[src/logic/idsj_cfg.svh]
// opcode, address and bank constants for the inc/dec/skip/jump execution block
`ifndef IDSJ_CFG_SVH
`define IDSJ_CFG_SVH
`define IDSJ_OP_DECSZ 6'h0b
`define IDSJ_OP_DECSNZ 6'h13
`define IDSJ_OP_INCR 6'h0a
`define IDSJ_OP_INCSZ 6'h0f
`define IDSJ_OP_JUMP1 8'hef
`define IDSJ_OP_JUMP2 4'hf
`define IDSJ_IDX_LIMIT 8'h5f
`define IDSJ_ACC_SPLIT 8'h60
`define IDSJ_ACC_HIGH_BANK 4'hf
`endif

[src/logic/idsj_pkg.sv]
// types for the inc/dec/skip/jump execution block
package idsj_pkg;
	typedef enum logic [2:0] {ST_EXEC, ST_IDLE, ST_SKIP2} idsj_state_t;
	// flag bits in order c, dc, z, ov, n
	typedef struct packed {
		logic n;
		logic ov;
		logic z;
		logic dc;
		logic c;
	} idsj_flags_t;
	// file register write request
	typedef struct packed {
		logic en;
		logic [11:0] addr;
		logic [7:0] data;
	} idsj_fwrite_t;
endpackage

[src/logic/idsj_exec.sv]
// execution logic for decrement/increment skip and absolute jump instructions
`timescale 1ns/10ps
`default_nettype none
`include "idsj_cfg.svh"
module idsj_exec #(
	parameter int CNT_W = 21
) (
	input wire logic clk_sys,
	input wire logic reset,
	input wire logic instr_valid,
	input wire logic [15:0] instr_word,
	input wire logic next_is_two_word,
	input wire logic ext_set_en,
	input wire logic [3:0] bank_select_reg,
	input wire logic [11:0] fsr2_base,
	input wire logic [7:0] file_rdata,
	output logic [11:0] file_raddr,
	output logic instr_ack,
	output idsj_pkg::idsj_fwrite_t file_wr_q,
	output logic [7:0] accum_q,
	output logic accum_wr_q,
	output idsj_pkg::idsj_flags_t flags_q,
	output logic [CNT_W-1:0] program_counter_q,
	output logic jump_load_q,
	output logic idle_op_q,
	output logic discard_q
);
	import idsj_pkg::*;

	// only a 21-bit counter holds the 20-bit literal above a zero lsb
	if (CNT_W != 21) begin : g_cnt_w_check
		$error("program counter must be 21 bits");
	end

	// --------------------------------------------------
	// address formation
	// --------------------------------------------------
	function automatic logic [11:0] eff_addr(input logic [7:0] f, input logic a,
			input logic ext, input logic [3:0] bank_sel, input logic [11:0] base);
		logic [11:0] r;
		r = {bank_sel, f};
		if (!a) begin
			if (ext && f <= `IDSJ_IDX_LIMIT)
				r = 12'(base + {4'h0, f});
			else if (f < `IDSJ_ACC_SPLIT)
				r = {4'h0, f};
			else
				r = {`IDSJ_ACC_HIGH_BANK, f};
		end
		return r;
	endfunction

	idsj_state_t state_q;
	logic [7:0] jlow_q;
	logic jump_wait_q;
	logic [7:0] inc_v;
	logic [7:0] dec_v;
	logic [5:0] op6;
	logic is_decsz, is_decsnz, is_incr, is_incsz, is_jump1, skip, in_exec;

	// --------------------------------------------------
	// decode
	// --------------------------------------------------
	assign op6 = instr_word[15:10];
	assign in_exec = (state_q == ST_EXEC) && instr_valid;
	assign is_decsz = in_exec && op6 == `IDSJ_OP_DECSZ;
	assign is_decsnz = in_exec && op6 == `IDSJ_OP_DECSNZ;
	assign is_incr = in_exec && op6 == `IDSJ_OP_INCR;
	assign is_incsz = in_exec && op6 == `IDSJ_OP_INCSZ;
	assign is_jump1 = in_exec && instr_word[15:8] == `IDSJ_OP_JUMP1;
	assign file_raddr = eff_addr(instr_word[7:0], instr_word[8], ext_set_en,
			bank_select_reg, fsr2_base);
	assign inc_v = 8'(file_rdata + 8'h01);
	assign dec_v = 8'(file_rdata - 8'h01);
	// skip decision per opcode
	assign skip = (is_decsz && dec_v == 8'h00) ||
			(is_decsnz && dec_v != 8'h00) ||
			(is_incsz && inc_v == 8'h00);
	// handshake: one word taken per cycle while valid
	assign instr_ack = instr_valid;

	// --------------------------------------------------
	// sequencing
	// --------------------------------------------------
	always_ff @(posedge clk_sys) begin
		if (reset) begin
			state_q <= ST_EXEC;
		end else begin
			case (state_q)
				ST_EXEC: begin
					if (is_jump1)
						state_q <= ST_IDLE;
					else if (skip && next_is_two_word)
						state_q <= ST_SKIP2;
					else if (skip)
						state_q <= ST_IDLE;
				end
				ST_IDLE: begin
					if (instr_valid)
						state_q <= ST_EXEC;
				end
				ST_SKIP2: begin
					if (instr_valid)
						state_q <= ST_IDLE;
				end
				default: state_q <= ST_EXEC;
			endcase
		end
	end

	// low literal of the jump, held for the second word; the pending mark stops a
	// skipped two-word instruction whose second word looks alike from loading
	always_ff @(posedge clk_sys) begin
		if (reset) begin
			jlow_q <= 8'h00;
			jump_wait_q <= 1'b0;
		end else if (is_jump1) begin
			jlow_q <= instr_word[7:0];
			jump_wait_q <= 1'b1;
		end else if (state_q == ST_IDLE && instr_valid) begin
			jump_wait_q <= 1'b0;
		end
	end

	// program counter load on second jump word; discarded words are idle
	always_ff @(posedge clk_sys) begin
		if (reset) begin
			program_counter_q <= '0;
			jump_load_q <= 1'b0;
			idle_op_q <= 1'b0;
			discard_q <= 1'b0;
		end else begin
			jump_load_q <= 1'b0;
			idle_op_q <= 1'b0;
			discard_q <= skip;
			if (state_q != ST_EXEC && instr_valid) begin
				idle_op_q <= 1'b1;
				if (instr_word[15:12] == `IDSJ_OP_JUMP2 && state_q == ST_IDLE &&
						jump_wait_q) begin
					program_counter_q <= {instr_word[11:0], jlow_q, 1'b0};
					jump_load_q <= 1'b1;
				end
			end
		end
	end

	// --------------------------------------------------
	// results
	// --------------------------------------------------
	always_ff @(posedge clk_sys) begin
		if (reset) begin
			accum_q <= 8'h00;
			accum_wr_q <= 1'b0;
			file_wr_q <= '0;
		end else begin
			accum_wr_q <= 1'b0;
			file_wr_q.en <= 1'b0;
			if (is_decsz || is_decsnz || is_incr || is_incsz) begin
				if (instr_word[9]) begin
					file_wr_q.en <= 1'b1;
					file_wr_q.addr <= file_raddr;
					file_wr_q.data <= (is_decsz || is_decsnz) ? dec_v : inc_v;
				end else begin
					accum_wr_q <= 1'b1;
					accum_q <= (is_decsz || is_decsnz) ? dec_v : inc_v;
				end
			end
		end
	end

	// flags change only for increment_file; skip forms leave them alone
	always_ff @(posedge clk_sys) begin
		if (reset) begin
			flags_q <= '0;
		end else if (is_incr) begin
			flags_q.c <= file_rdata == 8'hff;
			flags_q.dc <= file_rdata[3:0] == 4'hf;
			flags_q.z <= inc_v == 8'h00;
			flags_q.ov <= file_rdata == 8'h7f;
			flags_q.n <= inc_v[7];
		end
	end
endmodule // idsj_exec
`default_nettype wire

[config.mk]
export PLATFORM = sky130hd
export DESIGN_NAME = idsj_exec
export DESIGN_NICKNAME = d
export VERILOG_FILES = /design/src/logic/idsj_pkg.sv /design/src/logic/idsj_exec.sv
export VERILOG_INCLUDE_DIRS = /design/src /design/src/logic
export SDC_FILE = /design/constraint.sdc
export NUM_CORES = 1
export LEC_CHECK = 0
export BUFFER_PORTS_ARGS = -buffer_cell sky130_fd_sc_hd__buf_2
export CAP_MARGIN = 5
export CORE_ASPECT_RATIO = 0.5
export CORE_UTILIZATION = 53
export CTS_BUF_LIST = sky130_fd_sc_hd__clkbuf_8
export CTS_CLUSTER_SIZE = 14
export DETAILED_ROUTE_END_ITERATION = 6
export PLACE_DENSITY = 0.87
export SLEW_MARGIN = 20
export SYNTH_ARGS = -nofsm -noshare
export SYNTH_HDL_FRONTEND = slang
export SYNTH_SLANG_ARGS = --single-unit
[constraint.sdc]
create_clock -name clk_sys -period 2.15 [get_ports clk_sys]
set_input_delay 0.215 -clock clk_sys [delete_from_list [all_inputs] [get_ports clk_sys]]
set_output_delay 0.215 -clock clk_sys [all_outputs]
set_load 0.1 [all_outputs]
After elaboration in Yosys (flattened, before gate mapping):

Index checks and enable logic that the tools add are counted.

* bits of input ports: 45
* flip-flop bits (word level): 70
* output and inout bits: 72

* add/subtract/negate cells: 3
* magnitude comparators: 2
* reduce and logical (&&, ||, !) cells: 32
* mux-type cells: 16
* eq/ne operators: 14
* bitwise operators: 3

Operators by type and width (number)
* $mux W12: 3
* $mux W21: 1
* $eq A6 B4 Y1 const B: 3
* $eq A8 B8 Y1 const B: 2
* $logic_not A8 Y1: 2
* $logic_and A1 B1 Y1: 15
* $mux W3: 5
* $add A12 B8 Y12: 1
* $pmux W3 S3: 1
* $add A8 B1 Y8 const B: 1
* $eq A4 B4 Y1 const B: 2
* $eq A8 B7 Y1 const B: 1
* $le A8 B7 Y1 const B: 1
* $lt A8 B7 Y1 const B: 1
* $mux W8: 1
* $reduce_bool A8 Y1: 1
* $sub A8 B1 Y8 const B: 1
* $eq A6 B5 Y1 const B: 1
* $reduce_and A2 Y1: 3
* $logic_or A1 B1 Y1: 5
* $mux W1: 5
* $ne A2 B2 Y1 const B: 2
* $ne A4 B3 Y1 const B: 1
* $reduce_or A2 Y1: 2
* 7 further kinds: 9

Depth between registers and ports, before layout:

Gate-level depths: netlist (run 1).

* word-level depth: 10
* mapped depth: 9
* gate-level depth less buffers: 9

Worst setup path after synthesis (run 1):

Ideal clock, no wire load.

* path kind: input port to flip-flop
* start: in instr_word[3]
* end: reg file_wr_q[13] (netlist bit)
* stages on the path: 7
* setup slack: -1559 ps
* data arrival time: 3642 ps
* path through: ha_1 a21o_1 a21oi_1 nand2_1 xnor2_1 o21ai_0 o21a_1

* word-level cells in the longest chain between the ends: 4
* elaborated cells between the ends (all ways): 5

RTL lines
* start, declared: line idsj_exec.sv:11 `input wire logic [15:0] instr_word,`
* parallel branches: the longest is 2 deep, another holds $add A12 B8 Y12
* $mux W12 (*): line idsj_exec.sv:43 `` if (ext && f <= `IDSJ_IDX_LIMIT) ``
* $mux W12 (*): line idsj_exec.sv:42 `if (!a) begin`
* net file_raddr[5]: line idsj_exec.sv:17 `output logic [11:0] file_raddr,`
* end, declared: line idsj_exec.sv:19 `output idsj_pkg::idsj_fwrite_t file_wr_q,`

Mark *: on every way through the listed nets, which the timed path passes.
A chain may end at the register's enable or synchronous reset.

Worst setup path after layout (run 1):

* start: in instr_word[0]
* end: out file_raddr[10]

* word-level cells in the longest chain between the ends: 4
* elaborated cells between the ends (all ways): 7

RTL lines (line)
* $lt A8 B7 Y1 (no source line) / $le A8 B7 Y1 (equally long branches)
* $mux W12 / $logic_and A1 B1 Y1 (equally long branches)
* $mux W12 (*): idsj_exec.sv:43
* $mux W12 (*): idsj_exec.sv:42
* end, declared: idsj_exec.sv:17

Mark *: on every way between the ends. The rest lies on a longest branch, timed or not.

==> implementation parameters, run 1 <==
Parameter                              Value

Logic synthesis
  Synthesized-area fraction occupied by adder cells    4.389%
  Post-synth net total    between 500 and 600
  Fraction of synthesized cell area taken by the top area cell type    38.45%
  Share of synthesized flip-flops with an asynchronous set or reset    0%
  Leading post-synthesis cells by instance count    sky130_fd_sc_hd__nand2_1 (76), sky130_fd_sc_hd__dfxtp_1 (69), sky130_fd_sc_hd__nor2_1 (50), sky130_fd_sc_hd__a21oi_1 (47), sky130_fd_sc_hd__mux2i_1 (23)
  Post-synth top area cell    sky130_fd_sc_hd__dfxtp_1
  Compound-gate portion of the synthesized area    between 10% and 20%
  Xor and xnor area share after synthesis    3.657%
  Seq/Total Area, Yosys    between 30% and 40%
  Netlist Area Pre-Place    around 3600 sq um
  Most frequently used cell type in the post-synthesis netlist    sky130_fd_sc_hd__nand2_1
  Post-synthesis share of cell area spent on and, or, nand and nor gates    about a quarter
  Dominant combinational cell family by area after synthesis    simple AND/OR/NAND/NOR gates
  Distinct cell type count of the synthesized netlist    58
  Syn_area_per_cell    just over 8 sq um
  Number of enable flip-flop cells after synthesis    0
  Top cells by area, synth    sky130_fd_sc_hd__dfxtp_1 (38%), sky130_fd_sc_hd__nand2_1 (7.9%), sky130_fd_sc_hd__a21oi_1 (6.5%)
  Predominant post-synthesis flop cell    sky130_fd_sc_hd__dfxtp_1
  Proportion of synthesized area in mux cells    7.036%
  Mapped Cells    between 400 and 500
  #FFs+latches synth    69
  Count of warnings emitted by yosys    0

Cells and area
  Layout area overhead    43.75%
  Antenna Diode Count    0
  Final non-filler cell total    689
  Final net count    between 600 and 700
  Share of post-route cells with drive strength above 1    about 37%
  Final instance area    5164 sq um
  Filler cell count    378
  Share of the core filled with cells    roughly four fifths

Critical path
  Register-to-Register Path Depth    7
  End of the worst register-to-register path    accum_q[3]
  Cell family with the largest share of critical-path delay    compound AO/OA/AOI/OAI gates
  Required time of the critical path    ~1.9 ns
  Critical path's slowest cell    sky130_fd_sc_hd__o31a_1
  Register-to-register setup slack    0.34 ns
  CP Launch Point    instr_word[0]
  Worst R2R Start    state_q[0]
  Data arrival at the endpoint of the critical path    ~2.0 ns
  Number of buffer and inverter stages on the critical path    3
  Critical Path Sink Type    output pin
  Worst path cell trace    buf_6, ha_4, inv_2, fa_2, nor2b_4, o31a_1, o2bb2ai_4, mux2i_1, or2_4, buf_12
  Element type at the critical path start    input port
  Maximum fanout along the worst path    3
  Critical setup path kind    input port to output pin
  Highest cell delay on the worst timing path    slightly above 0.3 ns

Global route
  Pin count of the biggest net entering global routing    44
  Total overflow reported by the global router    0
  Vias in the first global route    around 3,600
  Number of antenna violations at the first check in global routing    0
  First-pass GRT wire length    approximately 17 mm
  Global-route usage over all layers    ~31%

Drt
  DRC violation count after routing    0
  Count of nets left with antenna violations after detail routing    0
  Initial DRC count    roughly 340
  Detailed-route vias per instance    about 5.7
  Count of TritonRoute iterations in the first routing pass    5
  Routed wire length    ~11 mm
  Routed len/inst    16.62 um
  Total via count in the routed design    around 3,900

Placement
  Placed wire-length estimate after detailed placement    about 7.6 mm
  Final weighted congestion in routability-driven placement    slightly above 0.9
  Number of placed cells counting well taps    around 660
  Placement-stage cell area    between 4000 and 5000 sq um
  Count of input and output buffers    between 100 and 150

Timing
  Slew at the pin closest to its max-slew limit    0.8432 ns
  Final worst setup slack    -0.03612 ns
  Post-layout minimum cycle time    2.186 ns
  Headroom to the max-slew limit    a little over two fifths
  Share of the cycle needed by the critical path after routing    101.7%
  Number of hold violations in the final report    0
  Max Clk Rate    0.4574 GHz
  Setup repair after global routing missed its margin    yes
  Final Max Slew Viols    0
  Setup violations, final    2
  Clock Skews    0.009105 ns

Status
  Status    finished, violations left
  Violations in the final reports    negative setup slack

Hold path
  Worst hold path endpoint    state_q[1]
  Depth of the worst hold-timing path    3
  Worst Hold Launch    next_is_two_word
  Min-Delay Path Class    input port to flop

Die
  Die height    60.22 um
  Die width    between 100 and 150 um
  Die footprint    roughly 7100 sq um
  Io pins    between 100 and 150
  Placeable core region    roughly 6300 sq um
  Standard-cell rows    20
  Starting Density    a little under three fifths

CTS
  CTS root buf    sky130_fd_sc_hd__clkbuf_8
  Total CTS buffers    9
  Worst-skew pair later-pin latency    0.36 ns
  Deepest clock path buffer count    2
  Clock transition time at the flip-flop clock pins of the worst setup and hold paths    around 0.070 ns
  Clock Sinks    69
  CTS tree    yes
  Maximum level of the CTS H-tree    3
  CTS hold repair buffers    0

Power
  LEAKAGE    approximately 2.3 nW
  Peak supply drop    ~0.38 mV
  Power Density    roughly 610 nW/um^2

Job
  Max-capacitance violation count    0
==> what timing repair did <==
| action | in CTS | in global routing |
|---|---|---|
| setup buffers | 7 | 4 |
| gates resized for setup | 12 | 26 |
| pin swaps | 4 | 16 |
| endpoints found under the setup margin | 4 | 8 |
==> cells in the final DEF (no fill, tap or decap), drive strengths merged, types with 2 or more instances in the layout <==
cell / netlist / layout
o41ai: 2 / 2
and2: 2 / 2
nor3: 11 / 11
or4: 2 / 2
nand3b: 3 / 3
nand2b: 7 / 7
nand2: 76 / 76
xnor2: 11 / 11
dfxtp: 69 / 69
o21ai: 10 / 10
mux2i: 23 / 23
nor4: 4 / 4
ha: 11 / 11
nor2b: 4 / 4
o21a: 5 / 5
inv: 12 / 14
o211ai: 3 / 3
a31o: 2 / 2
a21oi: 47 / 47
a211oi: 11 / 11
nand4: 3 / 3
or3: 3 / 3
xor2: 4 / 4
clkbuf: 19 / 10
clkinv: 0 / 2
nand3: 13 / 13
a21o: 5 / 5
mux2: 2 / 2
buf: 7 / 166
nor3b: 2 / 2
nor2: 52 / 52
==> power by group <==
part | internal (mW) | switching, mW
Clock | 0.555 | 0.501
Combinational | 0.300 | 0.508
Sequential | 1.28 | 0.00398
==> state kept, by name (all words and copies together), names as in the netlist <==
| signal | count |
|---|---|
| accum_q | 8 |
| accum_wr_q | 1 |
| discard_q | 1 |
| file_wr_q | 21 |
| flags_q | 5 |
| idle_op_q | 1 |
| jlow_q | 8 |
| jump_load_q | 1 |
| jump_wait_q | 1 |
| program_counter_q | 20 |
| state_q | 2 |
==> cell type report <==
cell class	count	area [sq um]	area share, %
clock buffer	10	137.6	2.665
clock inverter	6	55.05	1.066
inverter	12	45.04	0.8723
multi-input combinational	338	2277	44.10
sequential	69	1381	26.75
tap	88	110.1	2.132
timing repair buffer	166	1157	22.41
==> kinds of logic (layout without fill, tap and decap cells) <==
logic type                 after synthesis  in the layout
AOI/OAI and AO/OA                       97             97
xor gates and xnor gates                15             15
adders and majority gates               12             12
buffers and inverters                   38            194
DFF                                     69             69
muxes                                   25             25
other                                    1              1
and+or+nand+nor                        188            188
==> per-stage QoR <==
stage                     TNS [ns]  setup slack [ns]  hold slack [ns]  power [mW]
after floorplan            -0.3839           -0.1387           0.2943       1.767
after global placement     -0.4272           -0.1147           0.4357       2.014
after detailed placement   -0.5779           -0.1968           0.4421       2.025
after CTS                        0          0.007366           0.1171       3.096
after global routing      -0.09591          -0.05089           0.1354       3.250
final                     -0.03839          -0.03612           0.1340       3.152
==> worst register-to-register path: cells and delay by family, from the launching register on <==
family / cells / cell delay [ns]
mux: 2 / 0.35
buf+inv: 1 / 0.21
flops: 1 / 0.36
xor+xnor: 1 / 0.24
simple gates: 3 / 0.60
==> metal layers <==
metal	up-vias	share of wire [%]	GRT usage (%)
met1	1840	42	36.04
met4	0	4.0	13.92
met3	42	5.8	8.683
met5	-	0	0
li1	1844	-	-
met2	180	48	53.78
==> how the worst max path moves through the flow <==
stage / depth (start not counted) / endpoint / slack, ns
after floorplan: 6 / file_wr_q[9] / -0.14
after global placement: 10 / file_raddr[7] / -0.11
after detailed placement: 10 / file_raddr[7] / -0.20
after CTS: 10 / file_raddr[7] / 0.007
after global routing: 10 / file_raddr[10] / -0.05
final: 10 / file_raddr[10] / -0.04
(Power assumes the default switching activity.)
==> inputs of run 2 (changes only) <==
--- a/config.mk
+++ b/config.mk
@@ -8,7 +8,7 @@
 export LEC_CHECK = 0
 export BUFFER_PORTS_ARGS = -buffer_cell sky130_fd_sc_hd__buf_2
 export CAP_MARGIN = 5
-export CORE_ASPECT_RATIO = 0.5
+export CORE_ASPECT_RATIO = 2
 export CORE_UTILIZATION = 53
 export CTS_BUF_LIST = sky130_fd_sc_hd__clkbuf_8
 export CTS_CLUSTER_SIZE = 14
==> constraint.sdc (replaced) <==
create_clock -name clk_sys -period 2.15 [get_ports clk_sys]
set_input_delay 0.215 -clock clk_sys [delete_from_list [all_inputs] [get_ports clk_sys]]
set_output_delay 0.215 -clock clk_sys [all_outputs]
set_load 0.01 [all_outputs]
==> implementation parameters, run 2 (synthesized netlist as in run 1, its figures left out) <==
Parameter                              Value

Power
  Total chip power    2.783 mW (-12%)
  Sequential share of power    46.3% (+5.4 points)
  Switching share of power    27.61% (-4.5 points)
  Peak supply drop    0.5579 mV (+46%)
  LEAKAGE    2.073 nW (-8.2%)
  Clock network fraction of design power    36.9% (+3.4 points)
  Combinational Power Share    16.8% (-8.8 points)
  Cell internal power dissipation    2.014 mW (-5.9%)
  Power Density    592.3 nW/um^2 (-3.0%)
  Net switching power    768.3 uW (-24%)

CTS
  CTS tree    yes
  Worst-skew pair later-pin latency    0.35 ns (about the same)
  CTS hold repair buffers    0 (unchanged)
  Clock transition time at the flip-flop clock pins of the worst setup and hold paths    0.08 ns (about the same)
  Maximum level of the CTS H-tree    3 (unchanged)
  Total CTS buffers    9 (unchanged)
  Deepest clock path buffer count    2 (unchanged)
  CTS root buf    sky130_fd_sc_hd__clkbuf_8
  Clock Sinks    69 (unchanged)

Hold path
  Worst Hold Launch    instr_word[11]
  Depth of the worst hold-timing path    3 (unchanged)
  Min-Delay Path Class    input port to flop
  Worst hold path endpoint    program_counter_q[20]

Critical path
  Critical path's slowest cell    sky130_fd_sc_hd__fa_2
  Cell repeated most along the worst path    sky130_fd_sc_hd__buf_2
  Required time of the critical path    1.93 ns (about the same)
  Highest cell delay on the worst timing path    0.36 ns (+0.05 ns)
  Worst path cell trace    buf_2, ha_4, inv_2, fa_2, nor2b_2, o31a_1, o2bb2ai_2, mux2i_1, or2_2, buf_2
  Critical setup path kind    input port to output pin
  CP Launch Point    instr_word[0]
  Element type at the critical path start    input port
  Critical Path Sink Type    output pin
  Data arrival at the endpoint of the critical path    1.95 ns (-0.02 ns)
  Register-to-Register Path Depth    4 (-3)
  End of the worst register-to-register path    jlow_q[7]
  Worst R2R Start    state_q[0]
  Register-to-register setup slack    0.24 ns (-0.10 ns)
  Maximum fanout along the worst path    3 (unchanged)

Cells and area
  Register with the highest flop count    file_wr_q
  Share of post-route cells with drive strength above 1    32.08% (-5.2 points)
  Most frequent cells in the layout    sky130_fd_sc_hd__buf_2 (115), sky130_fd_sc_hd__nand2_1 (76), sky130_fd_sc_hd__dfxtp_1 (69)
  Layout area overhead    30.79%
  Biggest registers after layout    file_wr_q: 21 flops, program_counter_q: 20 flops
  Number of flip-flops under the largest register name    21 (unchanged)
  Antenna Diode Count    0 (unchanged)
  Most common cell after layout, fill and taps aside    sky130_fd_sc_hd__buf_2
  Final non-filler cell total    671 (-2.6%)
  Final net count    636 (-2.6%)

Timing
  Headroom to the max-slew limit    49.54% (+5.8 points)
  Max Clk Rate    0.4626 GHz (+1.1%)
  Number of hold violations in the final report    0 (unchanged)
  Final Max Slew Viols    0 (unchanged)
  Clock Skews    0.008984 ns (-0.0001217 ns)
  Setup violations, final    1 (-1)
  Share of the cycle needed by the critical path after routing    100.5% (-1.1 points)
  Slew at the pin closest to its max-slew limit    0.7570 ns (-0.08626 ns)
  Post-layout minimum cycle time    2.162 ns (-0.02461 ns)
  Final worst setup slack    -0.01151 ns (+0.02461 ns)

Die
  Die height    118.4 um (+97%)
  Die footprint    7131 sq um (unchanged)
  Placeable core region    6569 sq um (+4.2%)
  Die width    60.22 um (-49%)
  Starting Density    54.69% (-2.3 points)
  Io pins    117 (unchanged)
  Standard-cell rows    42 (+110%)

Drt
  Met3 Routed Length    628 um (-5.4%)
  DRC violation count after routing    0 (unchanged)
  Initial DRC count    317 (-7.3%)
  Met2 WL    5.849 mm (+5.6%)
  Detailed-route vias per instance    5.727 (+1.0%)
  Total via count in the routed design    3,843 (-1.6%)
  Top layer used by detailed routing    met4
  Routed len/inst    16.41 um (-1.3%)
  Routed wire length    11.01 mm (-3.8%)
  Count of nets left with antenna violations after detail routing    0 (unchanged)
  Count of TritonRoute iterations in the first routing pass    5 (unchanged)
  Routed metal-1 wire length    3.636 mm (-24%)

Status
  Violations in the final reports    negative setup slack
  Status    finished, violations left

Global route
  Pin count of the biggest net entering global routing    39 (-11%)
  First-pass GRT wire length    16.45 mm (-2.3%)
  Global-route usage over all layers    30.95% (+0.27 points)
  Number of antenna violations at the first check in global routing    0 (unchanged)
  Vias in the first global route    3,679 (+2.1%)
  Total overflow reported by the global router    0 (unchanged)

Placement
  Placed wire-length estimate after detailed placement    8.072 mm (+6.4%)
  Worst slack at placement    -0.09768 ns (+0.09914 ns)
  Count of input and output buffers    115 (unchanged)
  Final weighted congestion in routability-driven placement    0.9347 (+1.2%)
  Number of placed cells counting well taps    652 (-1.5%)

Job
  Max-capacitance violation count    0 (unchanged)
-- run 2: changes by cell type in the layout (fill, tap and decap cells not counted), sizes merged --
cell    before  now
clkinv       2    1
inv         14   15
buf        166  149
clkbuf      10    9
-- run 2: stage by stage --
step           instance area [sq um]  util, %  TNS [ns]  hold WS, ns
4_1_cts                         4637    70.59         0       0.1336
3_5_place_dp                    4418    67.26   -0.1636       0.4441
5_1_grt                         4698    71.52   -0.1379       0.1378
3_3_place_gp                    4418    67.26  -0.03300       0.4356
6_report                        4698    71.52  -0.01151       0.1451
2_1_floorplan                   3592        -         0       0.2943
-- run 2: final cells by class --
cell class | count | area, sq um
well taps | 88 | 110.1
multi-input cells | 338 | 2118
clock buffers | 9 | 123.9
inverters | 12 | 45.04
fillers | 526 | 1871
clock inverters | 6 | 63.81
repair buffers | 149 | 855.8
flip-flops and latches | 69 | 1381
-- run 2: how the worst max path moves through the flow --
stage                           endpoint  slack (ns)
final                     file_raddr[10]       -0.01
after global routing      file_raddr[10]       -0.07
after CTS                 file_raddr[10]        0.03
after detailed placement  file_raddr[10]        -0.1
after global placement    file_raddr[10]       -0.03
after floorplan               state_q[0]        0.21
-- run 2: critical path: cells and delay by family --
kind | cells | cell delay [ns]
AOI/OAI and AO/OA | 2 | 0.35
buffers and inverters | 3 | 0.30
muxes | 1 | 0.16
adders and majority gates | 2 | 0.50
and+or+nand+nor | 2 | 0.42
-- run 2: timing repair --
| item | in CTS | in global routing |
|---|---|---|
| setup buffers | 1 | 3 |
| pin swaps | 3 | 7 |
| hold endpoints to repair | 0 | 0 |
| cloned | 0 | 0 |
| setup endpoints to repair | 3 | 4 |
| resized for setup | 7 | 7 |
-- run 2: power by group through the flow --
| stage | Combinational, mW | Sequential (mW) | Clock (mW) |
|---|---|---|---|
| after detailed placement | 0.425 | 1.32 | 0 |
| final | 0.469 | 1.29 | 1.03 |
| after CTS | 0.436 | 1.29 | 1.04 |
| after floorplan | 0.232 | 1.32 | 0 |
| after global routing | 0.503 | 1.29 | 1.11 |
| after global placement | 0.411 | 1.32 | 0 |
-- run 2: layer usage --
layer / track usage (%) / vias up
met5: 0 / -
met4: 25.58 / 0
met3: 8.534 / 65
met2: 53.02 / 193
met1: 28.00 / 1775
li1: - / 1810
